`config.mk`:
```
export PLATFORM = sky130hd
export DESIGN_NAME = isgc_core
export DESIGN_NICKNAME = d
export VERILOG_FILES = /design/src/design/isgc_pkg.sv /design/src/design/isgc_timeout_decode.sv /design/src/design/isgc_core.sv
export SDC_FILE = /design/constraint.sdc
export NUM_CORES = 1
export LEC_CHECK = 0
export ABC_AREA = 0
export BUFFER_PORTS_ARGS = -buffer_cell sky130_fd_sc_hd__buf_4
export CAP_MARGIN = 30
export CORE_MARGIN = 5
export CORE_UTILIZATION = 59
export DETAILED_ROUTE_END_ITERATION = 10
export PLACE_DENSITY = 0.88
export SLEW_MARGIN = 10
export SYNTH_ARGS = -nofsm -noshare
export SYNTH_HDL_FRONTEND = slang
export SYNTH_SLANG_ARGS = --single-unit
export TNS_END_PERCENT = 100
```
`constraint.sdc`:
```
create_clock -name pclk -period 2.65 [get_ports pclk]
set_input_delay 0.53 -clock pclk [delete_from_list [all_inputs] [get_ports pclk]]
set_output_delay 0.53 -clock pclk [all_outputs]
set_load 0.05 [all_outputs]
```
`src/design/isgc_pkg.sv`:
```
package isgc_pkg;

  // Command opcodes and feature option values.
  localparam logic [7:0] CMD_IDLE       = 8'he3;
  localparam logic [7:0] CMD_IDLE_ALT   = 8'h97;
  localparam logic [7:0] CMD_IDLE_IMM   = 8'he1;
  localparam logic [7:0] CMD_IDLE_IMM2  = 8'h95;
  localparam logic [7:0] CMD_INIT_GEOM  = 8'h91;
  localparam logic [7:0] FEAT_KEEP      = 8'h66;
  localparam logic [7:0] FEAT_REVERT    = 8'hcc;

  // Timeout encodings.
  localparam logic [7:0] TMO_MUL5_MAX   = 8'hf0;
  localparam logic [7:0] TMO_MUL30_MAX  = 8'hfb;
  localparam logic [7:0] TMO_21MIN      = 8'hfc;
  localparam logic [7:0] TMO_8H         = 8'hfd;
  localparam logic [7:0] TMO_ABORT      = 8'hfe;
  localparam logic [7:0] TMO_BASE30     = 8'hf0;

  // Interval units in seconds.
  localparam int unsigned SEC_UNIT5     = 5;
  localparam int unsigned SEC_UNIT30M   = 1800;
  localparam int unsigned SEC_21MIN     = 1260;
  localparam int unsigned SEC_8H        = 28800;
  localparam int unsigned SEC_21M15S    = 1275;

  // Clock: 40 MHz, one-second tick.
  localparam int unsigned CLK_HZ        = 40000000;
  localparam int unsigned TICK_SEC      = 1;
  localparam int unsigned TICK_CYCLES   = CLK_HZ * TICK_SEC;

  // APB register byte offsets.
  localparam logic [7:0] OFS_CMD        = 8'h00;
  localparam logic [7:0] OFS_ERROR      = 8'h04;
  localparam logic [7:0] OFS_STATUS     = 8'h08;
  localparam logic [7:0] OFS_GEOM       = 8'h0c;
  localparam logic [7:0] OFS_TIMER      = 8'h10;
  localparam logic [7:0] OFS_IRQ_STAT   = 8'h14;
  localparam logic [7:0] OFS_IRQ_MASK   = 8'h18;
  localparam logic [7:0] OFS_CTRL       = 8'h1c;

  // Field positions and the interrupt field width.
  localparam int ERR_ABT                = 2;
  localparam int ST_ERR                 = 0;
  localparam int ST_DSC                 = 4;
  localparam int ST_DF                  = 5;
  localparam int ST_RDY                 = 6;
  localparam int ST_BSY                 = 7;
  localparam int IRQ_DONE               = 0;
  localparam int IRQ_ABORT              = 1;
  localparam int IRQ_STANDBY            = 2;
  localparam int IRQ_W                  = 3;

  // Reset values.
  localparam logic [7:0] STATUS_RST     = 8'h00;
  localparam logic [7:0] ERROR_RST      = 8'h00;

  typedef enum logic [1:0] {
    ISGC_STANDBY = 2'b01,
    ISGC_IDLE    = 2'b10
  } isgc_pmode_t;

endpackage : isgc_pkg

```
`src/design/isgc_timeout_decode.sv`:
```
`timescale 1ns/1ps
`default_nettype none
module isgc_timeout_decode (
  // Encoded timeout.
  input  wire logic [7:0]  code,
  // Decoded interval.
  output var  logic [15:0] seconds,
  output var  logic        enable,
  output var  logic        abort
);
  always_comb begin
    seconds = 16'h0000;
    enable  = 1'b1;
    abort   = 1'b0;
    if (code == 8'h00) begin
      enable = 1'b0;
    end else if (code <= isgc_pkg::TMO_MUL5_MAX) begin
      seconds = 16'(code * isgc_pkg::SEC_UNIT5);
    end else if (code <= isgc_pkg::TMO_MUL30_MAX) begin
      seconds = 16'((code - isgc_pkg::TMO_BASE30) * isgc_pkg::SEC_UNIT30M);
    end else if (code == isgc_pkg::TMO_21MIN) begin
      seconds = 16'(isgc_pkg::SEC_21MIN);
    end else if (code == isgc_pkg::TMO_8H) begin
      seconds = 16'(isgc_pkg::SEC_8H);
    end else if (code == isgc_pkg::TMO_ABORT) begin
      enable = 1'b0;
      abort  = 1'b1;
    end else begin
      seconds = 16'(isgc_pkg::SEC_21M15S);
    end
  end
endmodule : isgc_timeout_decode
`default_nettype wire

```
`src/design/isgc_core.sv`:
```
// The APB interface to the registers and the address map were decided locally.
`timescale 1ns/1ps
`default_nettype none
module isgc_core #(
  parameter int unsigned TICK_CYCLES = isgc_pkg::TICK_CYCLES
) (
  // Clock and reset.
  input  wire logic        pclk,
  input  wire logic        presetn,
  // APB slave.
  input  wire logic        psel,
  input  wire logic        penable,
  input  wire logic        pwrite,
  input  wire logic [7:0]  paddr,
  input  wire logic [31:0] pwdata,
  output var  logic [31:0] prdata,
  output var  logic        pready,
  output var  logic        pslverr,
  // Drive-side events.
  input  wire logic        host_access,
  input  wire logic        soft_reset,
  input  wire logic        spindle_at_speed,
  // Spindle, identify and interrupt outputs.
  output var  logic        spin_up_req,
  output var  logic        standby,
  output var  logic [7:0]  ident_sectors,
  output var  logic [3:0]  ident_heads_m1,
  output var  logic        irq
);

  typedef struct packed {
    logic [31:0]           prdata;
    logic                  pready;
    logic                  pslverr;
    isgc_pkg::isgc_pmode_t mode;
    logic [7:0]            tmo_code;
    logic                  apd_en;
    logic [15:0]           sec_left;
    logic [15:0]           sec_full;
    logic [31:0]           tick;
    logic [7:0]            err;
    logic [7:0]            stat;
    logic [7:0]            sectors;
    logic [3:0]            heads;
    logic [7:0]            feat_opt;
    logic                  spin_up;
    logic [isgc_pkg::IRQ_W-1:0] irq_stat;
    logic [isgc_pkg::IRQ_W-1:0] irq_mask;
    logic                  irq;
    logic [2:0]            hsync;
  } isgc_state_t;

  isgc_state_t st;
  isgc_state_t next_st;

  logic [15:0] dec_seconds;
  logic        dec_enable;
  logic        dec_abort;

  isgc_timeout_decode u_dec (
    .code    (pwdata[15:8]),
    .seconds (dec_seconds),
    .enable  (dec_enable),
    .abort   (dec_abort)
  );

  logic                       wr_acc;
  logic                       rd_acc;
  logic [7:0]                 opcode;
  logic [isgc_pkg::IRQ_W-1:0] ev;
  logic                       access_evt;

  always_comb begin
    next_st    = st;
    ev         = '0;
    wr_acc     = psel && penable && pwrite;
    rd_acc     = psel && !penable && !pwrite;
    opcode     = pwdata[7:0];
    next_st.hsync = {st.hsync[1:0], host_access};
    access_evt = st.hsync[1] && !st.hsync[2];
    next_st.pready  = psel && !penable;
    next_st.pslverr = 1'b0;
    next_st.prdata  = 32'h0000_0000;

    next_st.spin_up = (st.mode == isgc_pkg::ISGC_IDLE) && !spindle_at_speed;
    next_st.stat[isgc_pkg::ST_RDY] = (st.mode == isgc_pkg::ISGC_IDLE) && spindle_at_speed;
    next_st.stat[isgc_pkg::ST_DSC] = spindle_at_speed;

    if (st.apd_en && st.mode == isgc_pkg::ISGC_IDLE) begin
      if (access_evt) begin
        next_st.sec_left = st.sec_full;
        next_st.tick     = 32'h0000_0000;
      end else if (st.tick == 32'(TICK_CYCLES - 1)) begin
        next_st.tick = 32'h0000_0000;
        if (st.sec_left <= 16'h0001) begin
          next_st.mode = isgc_pkg::ISGC_STANDBY;
          ev[isgc_pkg::IRQ_STANDBY] = 1'b1;
        end else begin
          next_st.sec_left = st.sec_left - 16'h0001;
        end
      end else begin
        next_st.tick = st.tick + 32'h0000_0001;
      end
    end

    if (soft_reset && st.feat_opt == isgc_pkg::FEAT_REVERT) begin
      next_st.sectors = 8'h00;
      next_st.heads   = 4'h0;
    end

    if (st.pready && psel && penable) begin
      next_st.pready = 1'b0;
    end

    // Write effects land at the edge that ends the access phase, where the master samples pready.
    if (wr_acc && st.pready) begin
      if (paddr == isgc_pkg::OFS_CMD) begin
        next_st.stat[isgc_pkg::ST_BSY] = 1'b0;
        next_st.stat[isgc_pkg::ST_DF]  = 1'b0;
        next_st.err = 8'h00;
        next_st.stat[isgc_pkg::ST_ERR] = 1'b0;
        if (opcode == isgc_pkg::CMD_IDLE || opcode == isgc_pkg::CMD_IDLE_ALT) begin
          if (dec_abort) begin
            next_st.err[isgc_pkg::ERR_ABT] = 1'b1;
            next_st.stat[isgc_pkg::ST_ERR] = 1'b1;
            ev[isgc_pkg::IRQ_ABORT] = 1'b1;
          end else begin
            next_st.mode     = isgc_pkg::ISGC_IDLE;
            next_st.tmo_code = pwdata[15:8];
            next_st.apd_en   = dec_enable;
            next_st.sec_full = dec_seconds;
            next_st.sec_left = dec_seconds;
            next_st.tick     = 32'h0000_0000;
            ev[isgc_pkg::IRQ_DONE] = 1'b1;
          end
        end else if (opcode == isgc_pkg::CMD_IDLE_IMM || opcode == isgc_pkg::CMD_IDLE_IMM2) begin
          next_st.mode = isgc_pkg::ISGC_IDLE;
          next_st.sec_left = st.sec_full;
          ev[isgc_pkg::IRQ_DONE] = 1'b1;
        end else if (opcode == isgc_pkg::CMD_INIT_GEOM) begin
          next_st.sectors = pwdata[15:8];
          next_st.heads   = pwdata[19:16];
          ev[isgc_pkg::IRQ_DONE] = 1'b1;
        end else begin
          next_st.err[isgc_pkg::ERR_ABT] = 1'b1;
          next_st.stat[isgc_pkg::ST_ERR] = 1'b1;
          ev[isgc_pkg::IRQ_ABORT] = 1'b1;
        end
      end else if (paddr == isgc_pkg::OFS_IRQ_STAT) begin
        next_st.irq_stat = st.irq_stat & ~pwdata[isgc_pkg::IRQ_W-1:0];
      end else if (paddr == isgc_pkg::OFS_IRQ_MASK) begin
        next_st.irq_mask = pwdata[isgc_pkg::IRQ_W-1:0];
      end else if (paddr == isgc_pkg::OFS_CTRL) begin
        next_st.feat_opt = pwdata[7:0];
      end
    end

    // Unmapped writes are refused in setup so the error stands together with pready.
    if (psel && !penable && pwrite &&
        paddr != isgc_pkg::OFS_CMD && paddr != isgc_pkg::OFS_ERROR && paddr != isgc_pkg::OFS_STATUS &&
        paddr != isgc_pkg::OFS_GEOM && paddr != isgc_pkg::OFS_TIMER && paddr != isgc_pkg::OFS_IRQ_STAT &&
        paddr != isgc_pkg::OFS_IRQ_MASK && paddr != isgc_pkg::OFS_CTRL) begin
      next_st.pslverr = 1'b1;
    end

    // Read data is latched at the setup edge so it stands during the access phase.
    if (rd_acc) begin
      if (paddr == isgc_pkg::OFS_CMD) begin
        next_st.prdata = 32'h0000_0000;
      end else if (paddr == isgc_pkg::OFS_ERROR) begin
        next_st.prdata = {24'h000000, st.err};
      end else if (paddr == isgc_pkg::OFS_STATUS) begin
        next_st.prdata = {24'h000000, st.stat};
      end else if (paddr == isgc_pkg::OFS_GEOM) begin
        next_st.prdata = {20'h00000, st.heads, st.sectors};
      end else if (paddr == isgc_pkg::OFS_TIMER) begin
        next_st.prdata = {st.sec_left, 6'h00, st.mode, st.tmo_code};
      end else if (paddr == isgc_pkg::OFS_IRQ_STAT) begin
        next_st.prdata = {29'h00000000, st.irq_stat};
      end else if (paddr == isgc_pkg::OFS_IRQ_MASK) begin
        next_st.prdata = {29'h00000000, st.irq_mask};
      end else if (paddr == isgc_pkg::OFS_CTRL) begin
        next_st.prdata = {24'h000000, st.feat_opt};
      end else begin
        next_st.pslverr = 1'b1;
      end
    end

    // Set wins over a same-cycle clear.
    next_st.irq_stat = next_st.irq_stat | ev;
    next_st.irq = |(next_st.irq_stat & next_st.irq_mask);
  end

  always_ff @(posedge pclk or negedge presetn) begin
    if (!presetn) begin
      st          <= '0;
      st.mode     <= isgc_pkg::ISGC_STANDBY;
      st.stat     <= isgc_pkg::STATUS_RST;
      st.err      <= isgc_pkg::ERROR_RST;
      st.feat_opt <= isgc_pkg::FEAT_KEEP;
    end else begin
      st <= next_st;
    end
  end

  assign prdata         = st.prdata;
  assign pready         = st.pready;
  assign pslverr        = st.pslverr;
  assign spin_up_req    = st.spin_up;
  assign standby        = (st.mode == isgc_pkg::ISGC_STANDBY);
  assign ident_sectors  = st.sectors;
  assign ident_heads_m1 = st.heads;
  assign irq            = st.irq;

endmodule : isgc_core
`default_nettype wire

```
==> impl_summary.log, run 1 <==
INFO  metric power.ir.vdd_worst = 480.5 uV
INFO  metric post_synth_most_frequent_cells = 134 x sky130_fd_sc_hd__dfrtp_1, 105 x sky130_fd_sc_hd__nand2_1, 99 x sky130_fd_sc_hd__nor2_1
INFO  metric rows = 44
INFO  metric worst_skew_pair.late_latency = 0.43 ns
INFO  metric floorplan.die_area = 16960 sq um
INFO  metric p_int = 4.250 mW
INFO  metric wl_met2 = 12750 microns
INFO  metric final-max-slew-violation-count = 0
INFO  metric wirelength = 26800 microns
INFO  metric postSynthCellCount = 931
INFO  metric yosys.cell_types.count = 77
INFO  metric grtUsageTotal = 29.96%
INFO  metric worstSetupEndpointType = flip-flop
INFO  metric timing_hold_violations_final = 0
INFO  metric worst_setup_path_start_kind = input port
INFO  metric timing.critical_path.cells = buf_8, clkinvlp_4, buf_6, ha_4, xnor2_4, xnor2_1, ha_1, fa_1, ha_2, xor2_2, xnor2_2, xnor2_1, xnor2_1, xnor2_2, buf_4, nand2_2, o21ai_2
INFO  metric num_vias = 8177
INFO  metric max_cap_viol_count = 0
INFO  metric initial_core_util = 59.37%
INFO  metric routedWlPerCell = 21.10 microns
INFO  metric achievable-frequency = 294.1 MHz
INFO  metric timing.setup.critical_path_class = input port to flip-flop
INFO  metric num_antenna_cells = 0
INFO  metric wl_met3 = 3022 microns
INFO  metric highest_layer = met4
INFO  metric p_leak = 5.126 nW
INFO  metric synth_top_area_share = 39.31%
INFO  metric synth_enable_flop_cells = 0
INFO  metric fin_util = 75.77%
INFO  metric num-fill-cells = 829
INFO  metric worst_pin_slew = 0.7652 ns
INFO  metric synth_top_cells_by_area = sky130_fd_sc_hd__dfrtp_1 39%, sky130_fd_sc_hd__ha_1 6.3%, sky130_fd_sc_hd__nand2_1 4.6%
INFO  metric clock_power_share = 40.9%
INFO  metric initial_antenna_violation_count = 0
INFO  metric pwr-share-seq = 36.2%
INFO  metric tritoncts.num_buffers = 17
INFO  metric worst_slack = -0.7500 ns
INFO  metric post_synth.cell_area_avg = 9.163 sq um
INFO  metric via_count_of_the_first_global_routing_pass = 7771
INFO  metric core-area = 14370 sq um
INFO  metric gr-total-overflow = 0
INFO  metric clock_path_buffers = 2
INFO  metric fin_crit_sh = 128.3%
INFO  metric crit_slowest_cell = sky130_fd_sc_hd__fa_1
INFO  metric final.hold.worst_slack = 0.003348 ns
INFO  metric most_used_cell_along_the_critical_path = sky130_fd_sc_hd__xnor2_1
INFO  metric h-tree-depth = 4
INFO  metric die_height = 130.2 microns
INFO  metric remaining_drc_errors = 0
INFO  metric synth-seq-area-share = 40.85%
INFO  metric crit_path_max_incr_delay = 0.56 ns
INFO  metric drt_iter0_markers = 1123
INFO  metric wirelength_met1 = 9744 microns
INFO  metric syn-cell-area = 8531 sq um
INFO  metric finalWeightedCongestion = 0.9492
INFO  metric cellPowerDensity = 541.8 nW/um^2
INFO  metric route.detailed.vias_per_inst = 6.439
INFO  metric final.min_clock_period = 3.400 ns
INFO  metric numClockSinks = 139
INFO  metric grt_pass1_wl = 39920 microns
INFO  metric fin_tns_setup = -5.560 ns
INFO  metric die-width = 130.2 microns
INFO  metric io_pins = 97
INFO  metric synthesis_stage_register_bit_count = 139
INFO  metric clk_transition_reported_paths = 0.06 ns
INFO  metric io_buffers = 80
INFO  metric critPathMaxFanout = 3
INFO  metric comb_power_share = 22.9%
INFO  metric cts-hold-fix-buffers = 0
INFO  metric critical_path_required = 3.00 ns
INFO  metric ys.warnings.count = 0
INFO  metric rsz_0062_raised_after_global_routing = yes
INFO  metric synth_largest_area_cell = sky130_fd_sc_hd__dfrtp_1
INFO  metric finalClockSkew = 0.008854 ns
INFO  metric fin_nets = 1174
INFO  metric hpwlAfterDp = 16960 microns
INFO  metric ff2ff_path_depth = 6
INFO  metric postRouteAntennaNets = 0
INFO  metric timing.max_slew.rel_slack = 48.99%
INFO  metric worst_hold_path_type = input port to asynchronous set/reset pin
INFO  metric cp_data_arrival_time = 3.75 ns
INFO  metric failed_checks = negative setup slack
INFO  metric syn2layout_area_growth = 27.62%
INFO  metric yosys.cell_count.top_type = sky130_fd_sc_hd__dfrtp_1
INFO  metric firstDrtPassIters = 7
INFO  metric dp_worst_setup_slack = -1.090 ns
INFO  metric status = finished with violations
INFO  metric tritoncts = built
INFO  metric postSynth.asyncResetShare = 100.0%
INFO  metric switching_share = 27.95%
INFO  metric clock_tree.root_cell = sky130_fd_sc_hd__clkbuf_16
INFO  metric power.switching = 1.648 mW
INFO  metric post_route_cells_drive_above_1_share = 31.49%
INFO  metric leading_register_cell_type_out_of_synthesis = sky130_fd_sc_hd__dfrtp_1
INFO  metric grt_start_max_net_pins = 60
INFO  metric final-setup-viol-count = 12
-- worst max-delay path, delay by kind of cell --
family | cells | cell delay (ns)
fa+ha+maj | 4 | 1.34
buf+inv | 4 | 0.47
compound gates | 1 | 0.13
simple gates | 1 | 0.05
xor+xnor | 7 | 1.22
-- per-layer routing --
metal / GRT usage (%) / vias up
met3: 7.655 / 149
met1: 39.47 / 3893
met5: 0 / -
met2: 48.19 / 613
met4: 10.64 / 0
li1: - / 3522
-- layout make-up --
| type | count | area (sq um) | area share, % |
|---|---|---|---|
| multi-input cells | 683 | 4836 | 44.42 |
| flip-flops and latches | 139 | 3485 | 32.01 |
| repair buffers | 202 | 1608 | 14.77 |
| clock buffers | 17 | 425.4 | 3.908 |
| well taps | 184 | 230.2 | 2.115 |
| clock inverters | 14 | 172.7 | 1.586 |
| inverters | 31 | 130.1 | 1.195 |
-- registers in the layout, summed over array words and instances, names as in the netlist, 2 cells and up --
register,count
ident_heads_m1,4
ident_sectors,8
next_st,2
prdata,28
st,93
-- path summary, 6_finish.rpt --
check | start | endpoint | slack, ns
setup / recovery | pwdata[12] | st[94]$_DFFE_PN0P_ | -0.75
max in group asynchronous | presetn | st[16]$_DFFE_PN1P_ | 1.99
hold / removal | presetn | ident_heads_m1[1]$_DFF_PN0_ | 0.003
min in group pclk | host_access | next_st[1]$_DFF_PN0_ | 0.22
setup reg to reg | st[103]$_DFF_PN0_ | st[109]$_DFF_PN0_ | 0.07
hold reg to reg | next_st[1]$_DFF_PN0_ | next_st[2]$_DFF_PN0_ | 0.35
-- power by group through the flow --
stage / clock network (mW) / logic, mW / registers [mW]
2_1_floorplan: 0 / 0.549 / 2.18
3_3_place_gp: 0 / 0.826 / 2.17
3_5_place_dp: 0 / 0.856 / 2.17
4_1_cts: 2.42 / 1.05 / 2.13
5_1_grt: 2.51 / 1.43 / 2.13
6_report: 2.41 / 1.35 / 2.13
-- logic make-up (layout without fill, tap and decap cells) --
| logic type | count (synthesis) | after routing | share of synthesized area, % |
|---|---|---|---|
| adder cells (fa/ha/maj) | 52 | 52 | 8.419 |
| multiplexers | 23 | 23 | 2.948 |
| flip-flops | 139 | 139 | 40.85 |
| AO/OA/AOI/OAI | 176 | 176 | 13.13 |
| AND/OR/NAND/NOR | 387 | 387 | 23.17 |
| XOR/XNOR | 41 | 41 | 4.210 |
| buffers and inverters | 112 | 264 | 7.231 |
| other | 1 | 4 | 0.04396 |
-- through the flow --
| stage | total power, mW | instances | cell area, sq um |
|---|---|---|---|
| 2_1_floorplan | 2.726 | 934 | 8574 |
| 3_3_place_gp | 2.997 | 1221 | 9731 |
| 3_5_place_dp | 3.027 | 1221 | 9731 |
| 4_1_cts | 5.598 | 1257 | 10580 |
| 5_1_grt | 6.076 | 1270 | 10890 |
| 6_report | 5.899 | 1270 | 10890 |
-- cell usage in the layout (no fill, tap or decap), types with 5 or more instances in the layout --
cell type	instances
sky130_fd_sc_hd__buf_4	189
sky130_fd_sc_hd__dfrtp_1	134
sky130_fd_sc_hd__nand2_1	102
sky130_fd_sc_hd__nor2_1	96
sky130_fd_sc_hd__a21oi_1	43
sky130_fd_sc_hd__nand3_1	37
sky130_fd_sc_hd__o21ai_0	30
sky130_fd_sc_hd__ha_1	29
sky130_fd_sc_hd__xor2_1	24
sky130_fd_sc_hd__inv_1	23
sky130_fd_sc_hd__and2_1	23
sky130_fd_sc_hd__mux2_2	17
sky130_fd_sc_hd__clkbuf_16	17
sky130_fd_sc_hd__nor3_1	15
sky130_fd_sc_hd__nand4_1	14
sky130_fd_sc_hd__a22oi_1	14
sky130_fd_sc_hd__and3_1	12
sky130_fd_sc_hd__xnor2_1	11
sky130_fd_sc_hd__o22ai_1	10
sky130_fd_sc_hd__or3_1	9
sky130_fd_sc_hd__a211oi_1	9
sky130_fd_sc_hd__ha_4	9
sky130_fd_sc_hd__clkinvlp_4	8
sky130_fd_sc_hd__nor2b_1	8
sky130_fd_sc_hd__nand2b_1	7
sky130_fd_sc_hd__buf_6	7
sky130_fd_sc_hd__nor4_1	6
sky130_fd_sc_hd__o21ai_1	6
sky130_fd_sc_hd__mux2i_1	6
sky130_fd_sc_hd__a21oi_2	5
sky130_fd_sc_hd__o21ai_2	5
sky130_fd_sc_hd__a21o_1	5
sky130_fd_sc_hd__fa_1	5
sky130_fd_sc_hd__ha_2	5
sky130_fd_sc_hd__dfstp_2	5
-- repair_timing --
item                                   4_1_cts  5_1_grt
setup buffers                                5       14
pin swaps                                   28       43
setup endpoints to repair                   11       24
endpoints found under the hold margin        0        0
resized for setup                           34       49
Power figures use the tool's default switching activity.
==> inputs of run 2 (changes only) <==
--- a/config.mk
+++ b/config.mk
@@ -9,9 +9,10 @@
 export BUFFER_PORTS_ARGS = -buffer_cell sky130_fd_sc_hd__buf_4
 export CAP_MARGIN = 30
 export CORE_MARGIN = 5
-export CORE_UTILIZATION = 59
+export CORE_UTILIZATION = 54
 export DETAILED_ROUTE_END_ITERATION = 10
-export PLACE_DENSITY = 0.88
+export PLACE_DENSITY_LB_ADDON = 0.08
+export SETUP_SLACK_MARGIN = 0.4
 export SLEW_MARGIN = 10
 export SYNTH_ARGS = -nofsm -noshare
 export SYNTH_HDL_FRONTEND = slang
==> constraint.sdc (replaced) <==
create_clock -name pclk -period 3 [get_ports pclk]
set_input_delay 0.6 -clock pclk [delete_from_list [all_inputs] [get_ports pclk]]
set_output_delay 0.6 -clock pclk [all_outputs]
set_load 0.05 [all_outputs]
==> run 2 against run 1 <==
Effect of this change:
- the flow still finishes with violations (negative setup slack)
- sequential power down 12%
- non-clock buffer count shrank 4
- worst hold slack gained 0.12 ns
- cell count grew 2.3%
- wire length fell by 9.7%
- global-route usage shrank 4.1 points
- via count fell by 7.9%
- core utilization fell by 2.6 points
- die area is 8.5% higher
- combinational power is 19% lower
- clock-buffer cell count rose by 1
- first-iteration DRC count fell by 44%
==> impl_summary.log, run 2 (synthesis gave the netlist of run 1 again) <==
INFO  metric clock_tree.root_cell = sky130_fd_sc_hd__clkbuf_16
INFO  metric worst_slack = -0.4924 ns
INFO  metric core-area = 15710 sq um
INFO  metric grt_pass1_wl = 37510 microns
INFO  metric postRouteAntennaNets = 0
INFO  metric placed_area = 9617 sq um
INFO  metric timing.max_slew.rel_slack = 35.31%
INFO  metric cellPowerDensity = 463.0 nW/um^2
INFO  metric stdcell_count = 1299
INFO  metric hpwlAfterDp = 16290 microns
INFO  metric cp_data_arrival_time = 3.79 ns
INFO  metric design_power_total = 5.320 mW
INFO  metric ff2ff_path_depth = 8
INFO  metric drt_iter0_markers = 627
INFO  metric max_cap_viol_count = 0
INFO  metric p_leak = 5.204 nW
INFO  metric fin_nets = 1170
INFO  metric tritoncts = built
INFO  metric worst_hold_path_type = input port to asynchronous set/reset pin
INFO  metric achievable-frequency = 286.3 MHz
INFO  metric numClockSinks = 139
INFO  metric register_bank_with_the_most_flops = st
INFO  metric most_frequent_cells_in_the_layout = 155 x sky130_fd_sc_hd__buf_4, 134 x sky130_fd_sc_hd__dfrtp_1, 88 x sky130_fd_sc_hd__nand2_1, 67 x sky130_fd_sc_hd__nor2_1, 40 x sky130_fd_sc_hd__a21oi_1
INFO  metric critPathMaxFanout = 3
INFO  metric worstSetupEndpointType = flip-flop
INFO  metric regToRegEndpoint = st[102]$_DFF_PN0_
INFO  metric worst_setup_path_start_kind = input port
INFO  metric cts-hold-fix-buffers = 0
INFO  metric finish.instance_area = 11490 sq um
INFO  metric fin_crit_sh = 116.4%
INFO  metric io_buffers = 80
INFO  metric via_count_of_the_first_global_routing_pass = 7325
INFO  metric rsz_0062_raised_after_global_routing = yes
INFO  metric die_height = 135.7 microns
INFO  metric tritoncts.num_buffers = 17
INFO  metric finalWeightedCongestion = 0.9006
INFO  metric firstDrtPassIters = 5
INFO  metric final-max-slew-violation-count = 0
INFO  metric remaining_drc_errors = 0
INFO  metric num_antenna_cells = 0
INFO  metric syn2layout_area_growth = 34.69%
INFO  metric r2r-start = st[56]$_DFF_PN0_
INFO  metric clock_path_buffers = 2
INFO  metric initial_antenna_violation_count = 0
INFO  metric grt_start_max_net_pins = 60
INFO  metric initial_core_util = 54.29%
INFO  metric final.min_clock_period = 3.492 ns
INFO  metric routedWlPerCell = 18.63 microns
INFO  metric layout.cells.most_common = sky130_fd_sc_hd__buf_4
INFO  metric gr-total-overflow = 0
INFO  metric num-fill-cells = 1113
INFO  metric io_pins = 97
INFO  metric status = finished with violations
INFO  metric wirelength = 24200 microns
INFO  metric worst_skew_pair.late_latency = 0.42 ns
INFO  metric seq_area = 3485 sq um
INFO  metric timing.setup.critical_path_class = input port to flip-flop
INFO  metric post_route_cells_drive_above_1_share = 35.73%
INFO  metric finalClockSkew = 0.007368 ns
INFO  metric final-setup-viol-count = 38
INFO  metric critical_path_required = 3.30 ns
INFO  metric h-tree-depth = 4
INFO  metric floorplan.die_area = 18410 sq um
INFO  metric clk_transition_reported_paths = 0.06 ns
INFO  metric multi_input_comb_area = 5187 sq um
INFO  metric worst_pin_slew = 0.9704 ns
INFO  metric rows = 46
INFO  metric largest_register_ffs = 93
INFO  metric route.detailed.vias_per_inst = 5.795
INFO  metric failed_checks = negative setup slack
INFO  metric die-width = 135.7 microns
INFO  metric num_vias = 7528
INFO  metric grtUsageTotal = 25.87%
INFO  metric timing_hold_violations_final = 0
INFO  metric setup.reg_to_reg.worst_slack = 0.35 ns
INFO  metric power.ir.vdd_worst = 436.3 uV
INFO  metric numPlacedInstances = 1233
-- run 2: cell count changes in the layout (fill, tap and decap cells not counted), moves of 5 or more --
cell | before | now
sky130_fd_sc_hd__nor2_1 | 96 | 67
sky130_fd_sc_hd__o21ai_0 | 30 | 21
sky130_fd_sc_hd__buf_4 | 189 | 155
sky130_fd_sc_hd__o21ai_1 | 6 | 11
sky130_fd_sc_hd__nor2_4 | 1 | 30
sky130_fd_sc_hd__buf_6 | 7 | 29
sky130_fd_sc_hd__clkbuf_16 | 17 | 22
sky130_fd_sc_hd__nand2_2 | 4 | 16
sky130_fd_sc_hd__nand2_1 | 102 | 88
-- run 2: final cells by class --
cell class | instances | share of cell area, %
multi-input combinational | 683 | 45.15
sequential | 139 | 30.33
timing repair buffer | 198 | 15.37
clock buffer | 18 | 3.822
tap | 216 | 2.352
clock inverter | 14 | 1.873
inverter | 31 | 1.111
-- run 2: how the worst max path moves through the flow --
stage / startpoint / endpoint / slack [ns] / cells past startpoint
after CTS: pwdata[9] / st[109]$_DFF_PN0_ / -0.38 / 16
after detailed placement: pwdata[10] / st[109]$_DFF_PN0_ / -0.86 / 16
after global placement: pwdata[10] / st[108]$_DFF_PN0_ / -0.79 / 14
final: pwdata[10] / st[109]$_DFF_PN0_ / -0.49 / 16
after global routing: pwdata[10] / st[109]$_DFF_PN0_ / -0.58 / 16
after floorplan: pwdata[10] / st[109]$_DFF_PN0_ / -0.56 / 15
-- run 2: through the flow --
| stage | util (%) | TNS, ns | hold slack (ns) | setup slack, ns |
|---|---|---|---|---|
| after detailed placement | 61.20 | -9.777 | 0.3443 | -0.8644 |
| after floorplan | - | -3.565 | 0.3044 | -0.5637 |
| after global placement | 61.20 | -8.376 | 0.3341 | -0.7941 |
| final | 73.12 | -3.459 | 0.1271 | -0.4924 |
| after CTS | 69.77 | -2.078 | 0.1424 | -0.3759 |
| after global routing | 73.12 | -6.024 | 0.1592 | -0.5755 |
-- run 2: routing by layer --
layer / vias up / wire (microns) / part of all wire, % / global-route usage (%)
li1: 3505 / - / - / -
met4: 0 / 485 / 2.0 / 7.055
met5: - / 0 / 0 / 0
met1: 3695 / 10370 / 43 / 35.31
met3: 49 / 1381 / 5.7 / 4.569
met2: 279 / 11970 / 49 / 42.81
-- run 2: power by group --
part,switching [mW],leakage [nW],total (mW),internal (mW)
logic,0.550,3.03,1.09,0.539
clock network,0.845,0.317,2.35,1.50
registers,0.00258,1.86,1.88,1.88
-- run 2: what timing repair did --
item / CTS / global route
pin swaps: 60 / 78
endpoints found under the setup margin: 51 / 74
gates resized for setup: 127 / 88
buffers inserted: 14 / 15
gates cloned: 3 / 2
hold endpoints to repair: 0 / 0
-- run 2: worst max-delay path, cell delays in order --
cell and delay [ns]:
sky130_fd_sc_hd__buf_8 0.08, sky130_fd_sc_hd__clkinvlp_4 0.10, sky130_fd_sc_hd__fa_1 0.53, sky130_fd_sc_hd__inv_2 0.05, sky130_fd_sc_hd__ha_4 0.26, sky130_fd_sc_hd__fa_1 0.45, sky130_fd_sc_hd__ha_4 0.30, sky130_fd_sc_hd__inv_2 0.04
sky130_fd_sc_hd__fa_2 0.41, sky130_fd_sc_hd__nor2b_4 0.14, sky130_fd_sc_hd__o21a_1 0.15, sky130_fd_sc_hd__nor2_2 0.06, sky130_fd_sc_hd__xnor2_2 0.14, sky130_fd_sc_hd__nand3_1 0.08, sky130_fd_sc_hd__a21oi_1 0.08, sky130_fd_sc_hd__or3_1 0.32
==> inputs of run 3 (changes only) <==
--- a/config.mk
+++ b/config.mk
@@ -11,7 +11,7 @@
 export CORE_MARGIN = 5
 export CORE_UTILIZATION = 54
 export DETAILED_ROUTE_END_ITERATION = 10
-export PLACE_DENSITY_LB_ADDON = 0.08
+export PLACE_DENSITY = 0.79
 export SETUP_SLACK_MARGIN = 0.4
 export SLEW_MARGIN = 10
 export SYNTH_ARGS = -nofsm -noshare
==> run 3 against run 2 <==
Effect of this change:
- the flow still finishes with violations (negative setup slack)
- sequential power about the same
- clock-buffer cell count decreased by 1
- sequential share of layout area increased by 1.4 points
- non-clock buffer count decreased by 27
- critical path depth decreased by 2
- cell count decreased by 2.1%
- largest cell class unchanged
- largest power group unchanged
==> impl_summary.log, run 3 (synthesis gave the netlist of run 1 again) <==
INFO  metric worst_skew_pair.late_latency = 0.43 ns
INFO  metric final.min_clock_period = 3.436 ns
INFO  metric grt_pass1_wl = 37650 microns
INFO  metric post_route_cells_drive_above_1_share = 31.72%
INFO  metric placed_area = 9577 sq um
INFO  metric io_pins = 97
INFO  metric timing_hold_violations_final = 0
INFO  metric critical_path.top_delay_family = adder cells
INFO  metric fin_nets = 1143
INFO  metric most_frequent_cells_in_the_layout = 153 x sky130_fd_sc_hd__buf_4, 134 x sky130_fd_sc_hd__dfrtp_1, 101 x sky130_fd_sc_hd__nand2_1, 94 x sky130_fd_sc_hd__nor2_1, 39 x sky130_fd_sc_hd__a21oi_1
INFO  metric num_antenna_cells = 0
INFO  metric fin_crit_sh = 114.5%
INFO  metric grt_start_max_net_pins = 65
INFO  metric via_count_of_the_first_global_routing_pass = 7447
INFO  metric tritoncts.num_buffers = 17
INFO  metric h-tree-depth = 4
INFO  metric critPathMaxFanout = 3
INFO  metric numClockSinks = 139
INFO  metric crit_path_max_incr_delay = 0.53 ns
INFO  metric dp_worst_setup_slack = -0.9248 ns
INFO  metric p_leak = 5.026 nW
INFO  metric clock_tree.root_cell = sky130_fd_sc_hd__clkbuf_16
INFO  metric floorplan.die_area = 18410 sq um
INFO  metric layout.cells.most_common = sky130_fd_sc_hd__buf_4
INFO  metric cts-hold-fix-buffers = 0
INFO  metric timing.critical_path.cells = buf_8, clkinvlp_4, fa_1, inv_2, ha_4, fa_1, ha_4, ha_4, a21oi_2, nor2b_2, or3_4, a31oi_4, nor2_2, a311o_1
INFO  metric timing.max_slew.rel_slack = 37.91%
INFO  metric gr-total-overflow = 0
INFO  metric register_bank_with_the_most_flops = st
INFO  metric max_cap_viol_count = 0
INFO  metric route.detailed.vias_per_inst = 5.932
INFO  metric routedWlPerCell = 19.31 microns
INFO  metric final-max-slew-violation-count = 0
INFO  metric io_buffers = 80
INFO  metric num-fill-cells = 1137
INFO  metric grtUsageTotal = 25.65%
INFO  metric die-width = 135.7 microns
INFO  metric achievable-frequency = 291.1 MHz
INFO  metric num_vias = 7546
INFO  metric most_used_cell_along_the_critical_path = sky130_fd_sc_hd__ha_4
INFO  metric largest_register_ffs = 93
INFO  metric crit_slowest_cell = sky130_fd_sc_hd__fa_1
INFO  metric clk_transition_reported_paths = 0.07 ns
INFO  metric comb_power_share = 22.6%
INFO  metric worst_pin_slew = 0.9314 ns
INFO  metric rsz_0062_raised_after_global_routing = yes
INFO  metric power.switching = 1.491 mW
INFO  metric postRouteAntennaNets = 0
INFO  metric switching_share = 27.76%
INFO  metric clock_path_buffers = 2
INFO  metric p_int = 3.878 mW
INFO  metric hpwlAfterDp = 16370 microns
INFO  metric initial_antenna_violation_count = 0
INFO  metric power.ir.vdd_worst = 363.8 uV
INFO  metric die_height = 135.7 microns
INFO  metric rows = 46
INFO  metric critical_path_required = 3.30 ns
INFO  metric worstSetupEndpointType = flip-flop
INFO  metric wirelength = 24570 microns
INFO  metric initial_core_util = 54.29%
INFO  metric finalClockSkew = 0.009607 ns
INFO  metric remaining_drc_errors = 0
INFO  metric failed_checks = negative setup slack
INFO  metric worst_hold_path_type = input port to asynchronous set/reset pin
INFO  metric design_power_total = 5.369 mW
INFO  metric worst-path-buf-inv = 3
INFO  metric worst_setup_path_start_kind = input port
INFO  metric cp_data_arrival_time = 3.74 ns
INFO  metric pwr-share-seq = 35.1%
INFO  metric clock_power_share = 42.3%
INFO  metric firstDrtPassIters = 5
INFO  metric core-area = 15710 sq um
INFO  metric cellPowerDensity = 489.0 nW/um^2
INFO  metric final-setup-viol-count = 8
INFO  metric finish.instance_area = 10980 sq um
INFO  metric timing.setup.critical_path_class = input port to flip-flop
INFO  metric worst_slack = -0.4357 ns
INFO  metric final.hold.worst_slack = 0.1504 ns
INFO  metric tritoncts = built
INFO  metric finalWeightedCongestion = 0.9418
INFO  metric status = finished with violations
INFO  metric syn2layout_area_growth = 28.70%
INFO  metric drt_iter0_markers = 825
==> run 3: power by group through the flow <==
stage	Clock (mW)	Sequential, mW	Combinational (mW)
floorplan	0	1.92	0.486
global placement	0	1.92	0.730
detailed placement	0	1.92	0.761
CTS	2.28	1.88	0.860
global route	2.38	1.88	1.28
finish	2.27	1.88	1.21
==> run 3: metal layers <==
layer	GRT usage, %	vias up	part of all wire [%]
li1	-	3454	-
met1	34.80	3613	40
met2	41.10	400	49
met3	5.535	79	8.5
met4	8.567	0	3.3
met5	0	-	0
==> run 3: worst register-to-register path: stages (launching register included) <==
cell                       delay [ns]
sky130_fd_sc_hd__dfrtp_1         0.46
sky130_fd_sc_hd__or4_4           0.56
sky130_fd_sc_hd__or4_1           0.50
sky130_fd_sc_hd__nand4_1         0.21
sky130_fd_sc_hd__mux2i_1         0.25
sky130_fd_sc_hd__a211oi_1        0.13
sky130_fd_sc_hd__or3_1           0.39
==> run 3: path summary, 6_finish.rpt <==
check                      slack, ns                         end  cells past startpoint            startpoint
setup / recovery               -0.44           st[108]$_DFF_PN0_                     14             pwdata[9]
hold / removal                  0.15  ident_sectors[3]$_DFF_PN0_                      1               presetn
setup reg to reg                0.40           st[109]$_DFF_PN0_                      6     st[104]$_DFF_PN0_
hold reg to reg                 0.35        next_st[2]$_DFF_PN0_                      0  next_st[1]$_DFF_PN0_
max in group asynchronous       2.00          st[83]$_DFFE_PN0P_                      2               presetn
min in group pclk               0.28        next_st[1]$_DFF_PN0_                      1           host_access
==> run 3: through the flow <==
| stage | TNS (ns) | instances | utilization [%] |
|---|---|---|---|
| 3_3_place_gp | -6.832 | 1226 | 60.95 |
| 2_1_floorplan | -3.565 | 934 | - |
| 4_1_cts | -1.905 | 1263 | 66.45 |
| 5_1_grt | -3.214 | 1272 | 69.88 |
| 3_5_place_dp | -8.358 | 1226 | 60.95 |
| 6_report | -2.533 | 1272 | 69.88 |
==> run 3: area by class of cell <==
cell class | count | area, sq um | share of cell area [%]
clock buffer | 17 | 425.4 | 3.875
clock inverter | 15 | 214.0 | 1.949
inverter | 31 | 130.1 | 1.185
multi-input combinational | 683 | 5057 | 46.06
sequential | 139 | 3485 | 31.74
tap | 216 | 270.3 | 2.462
timing repair buffer | 171 | 1398 | 12.73
==> run 3: what timing repair did <==
item	CTS	global route
pin swaps	30	46
gates resized for setup	31	85
setup buffers	5	9
endpoints found under the setup margin	21	24
hold endpoints to repair	0	0
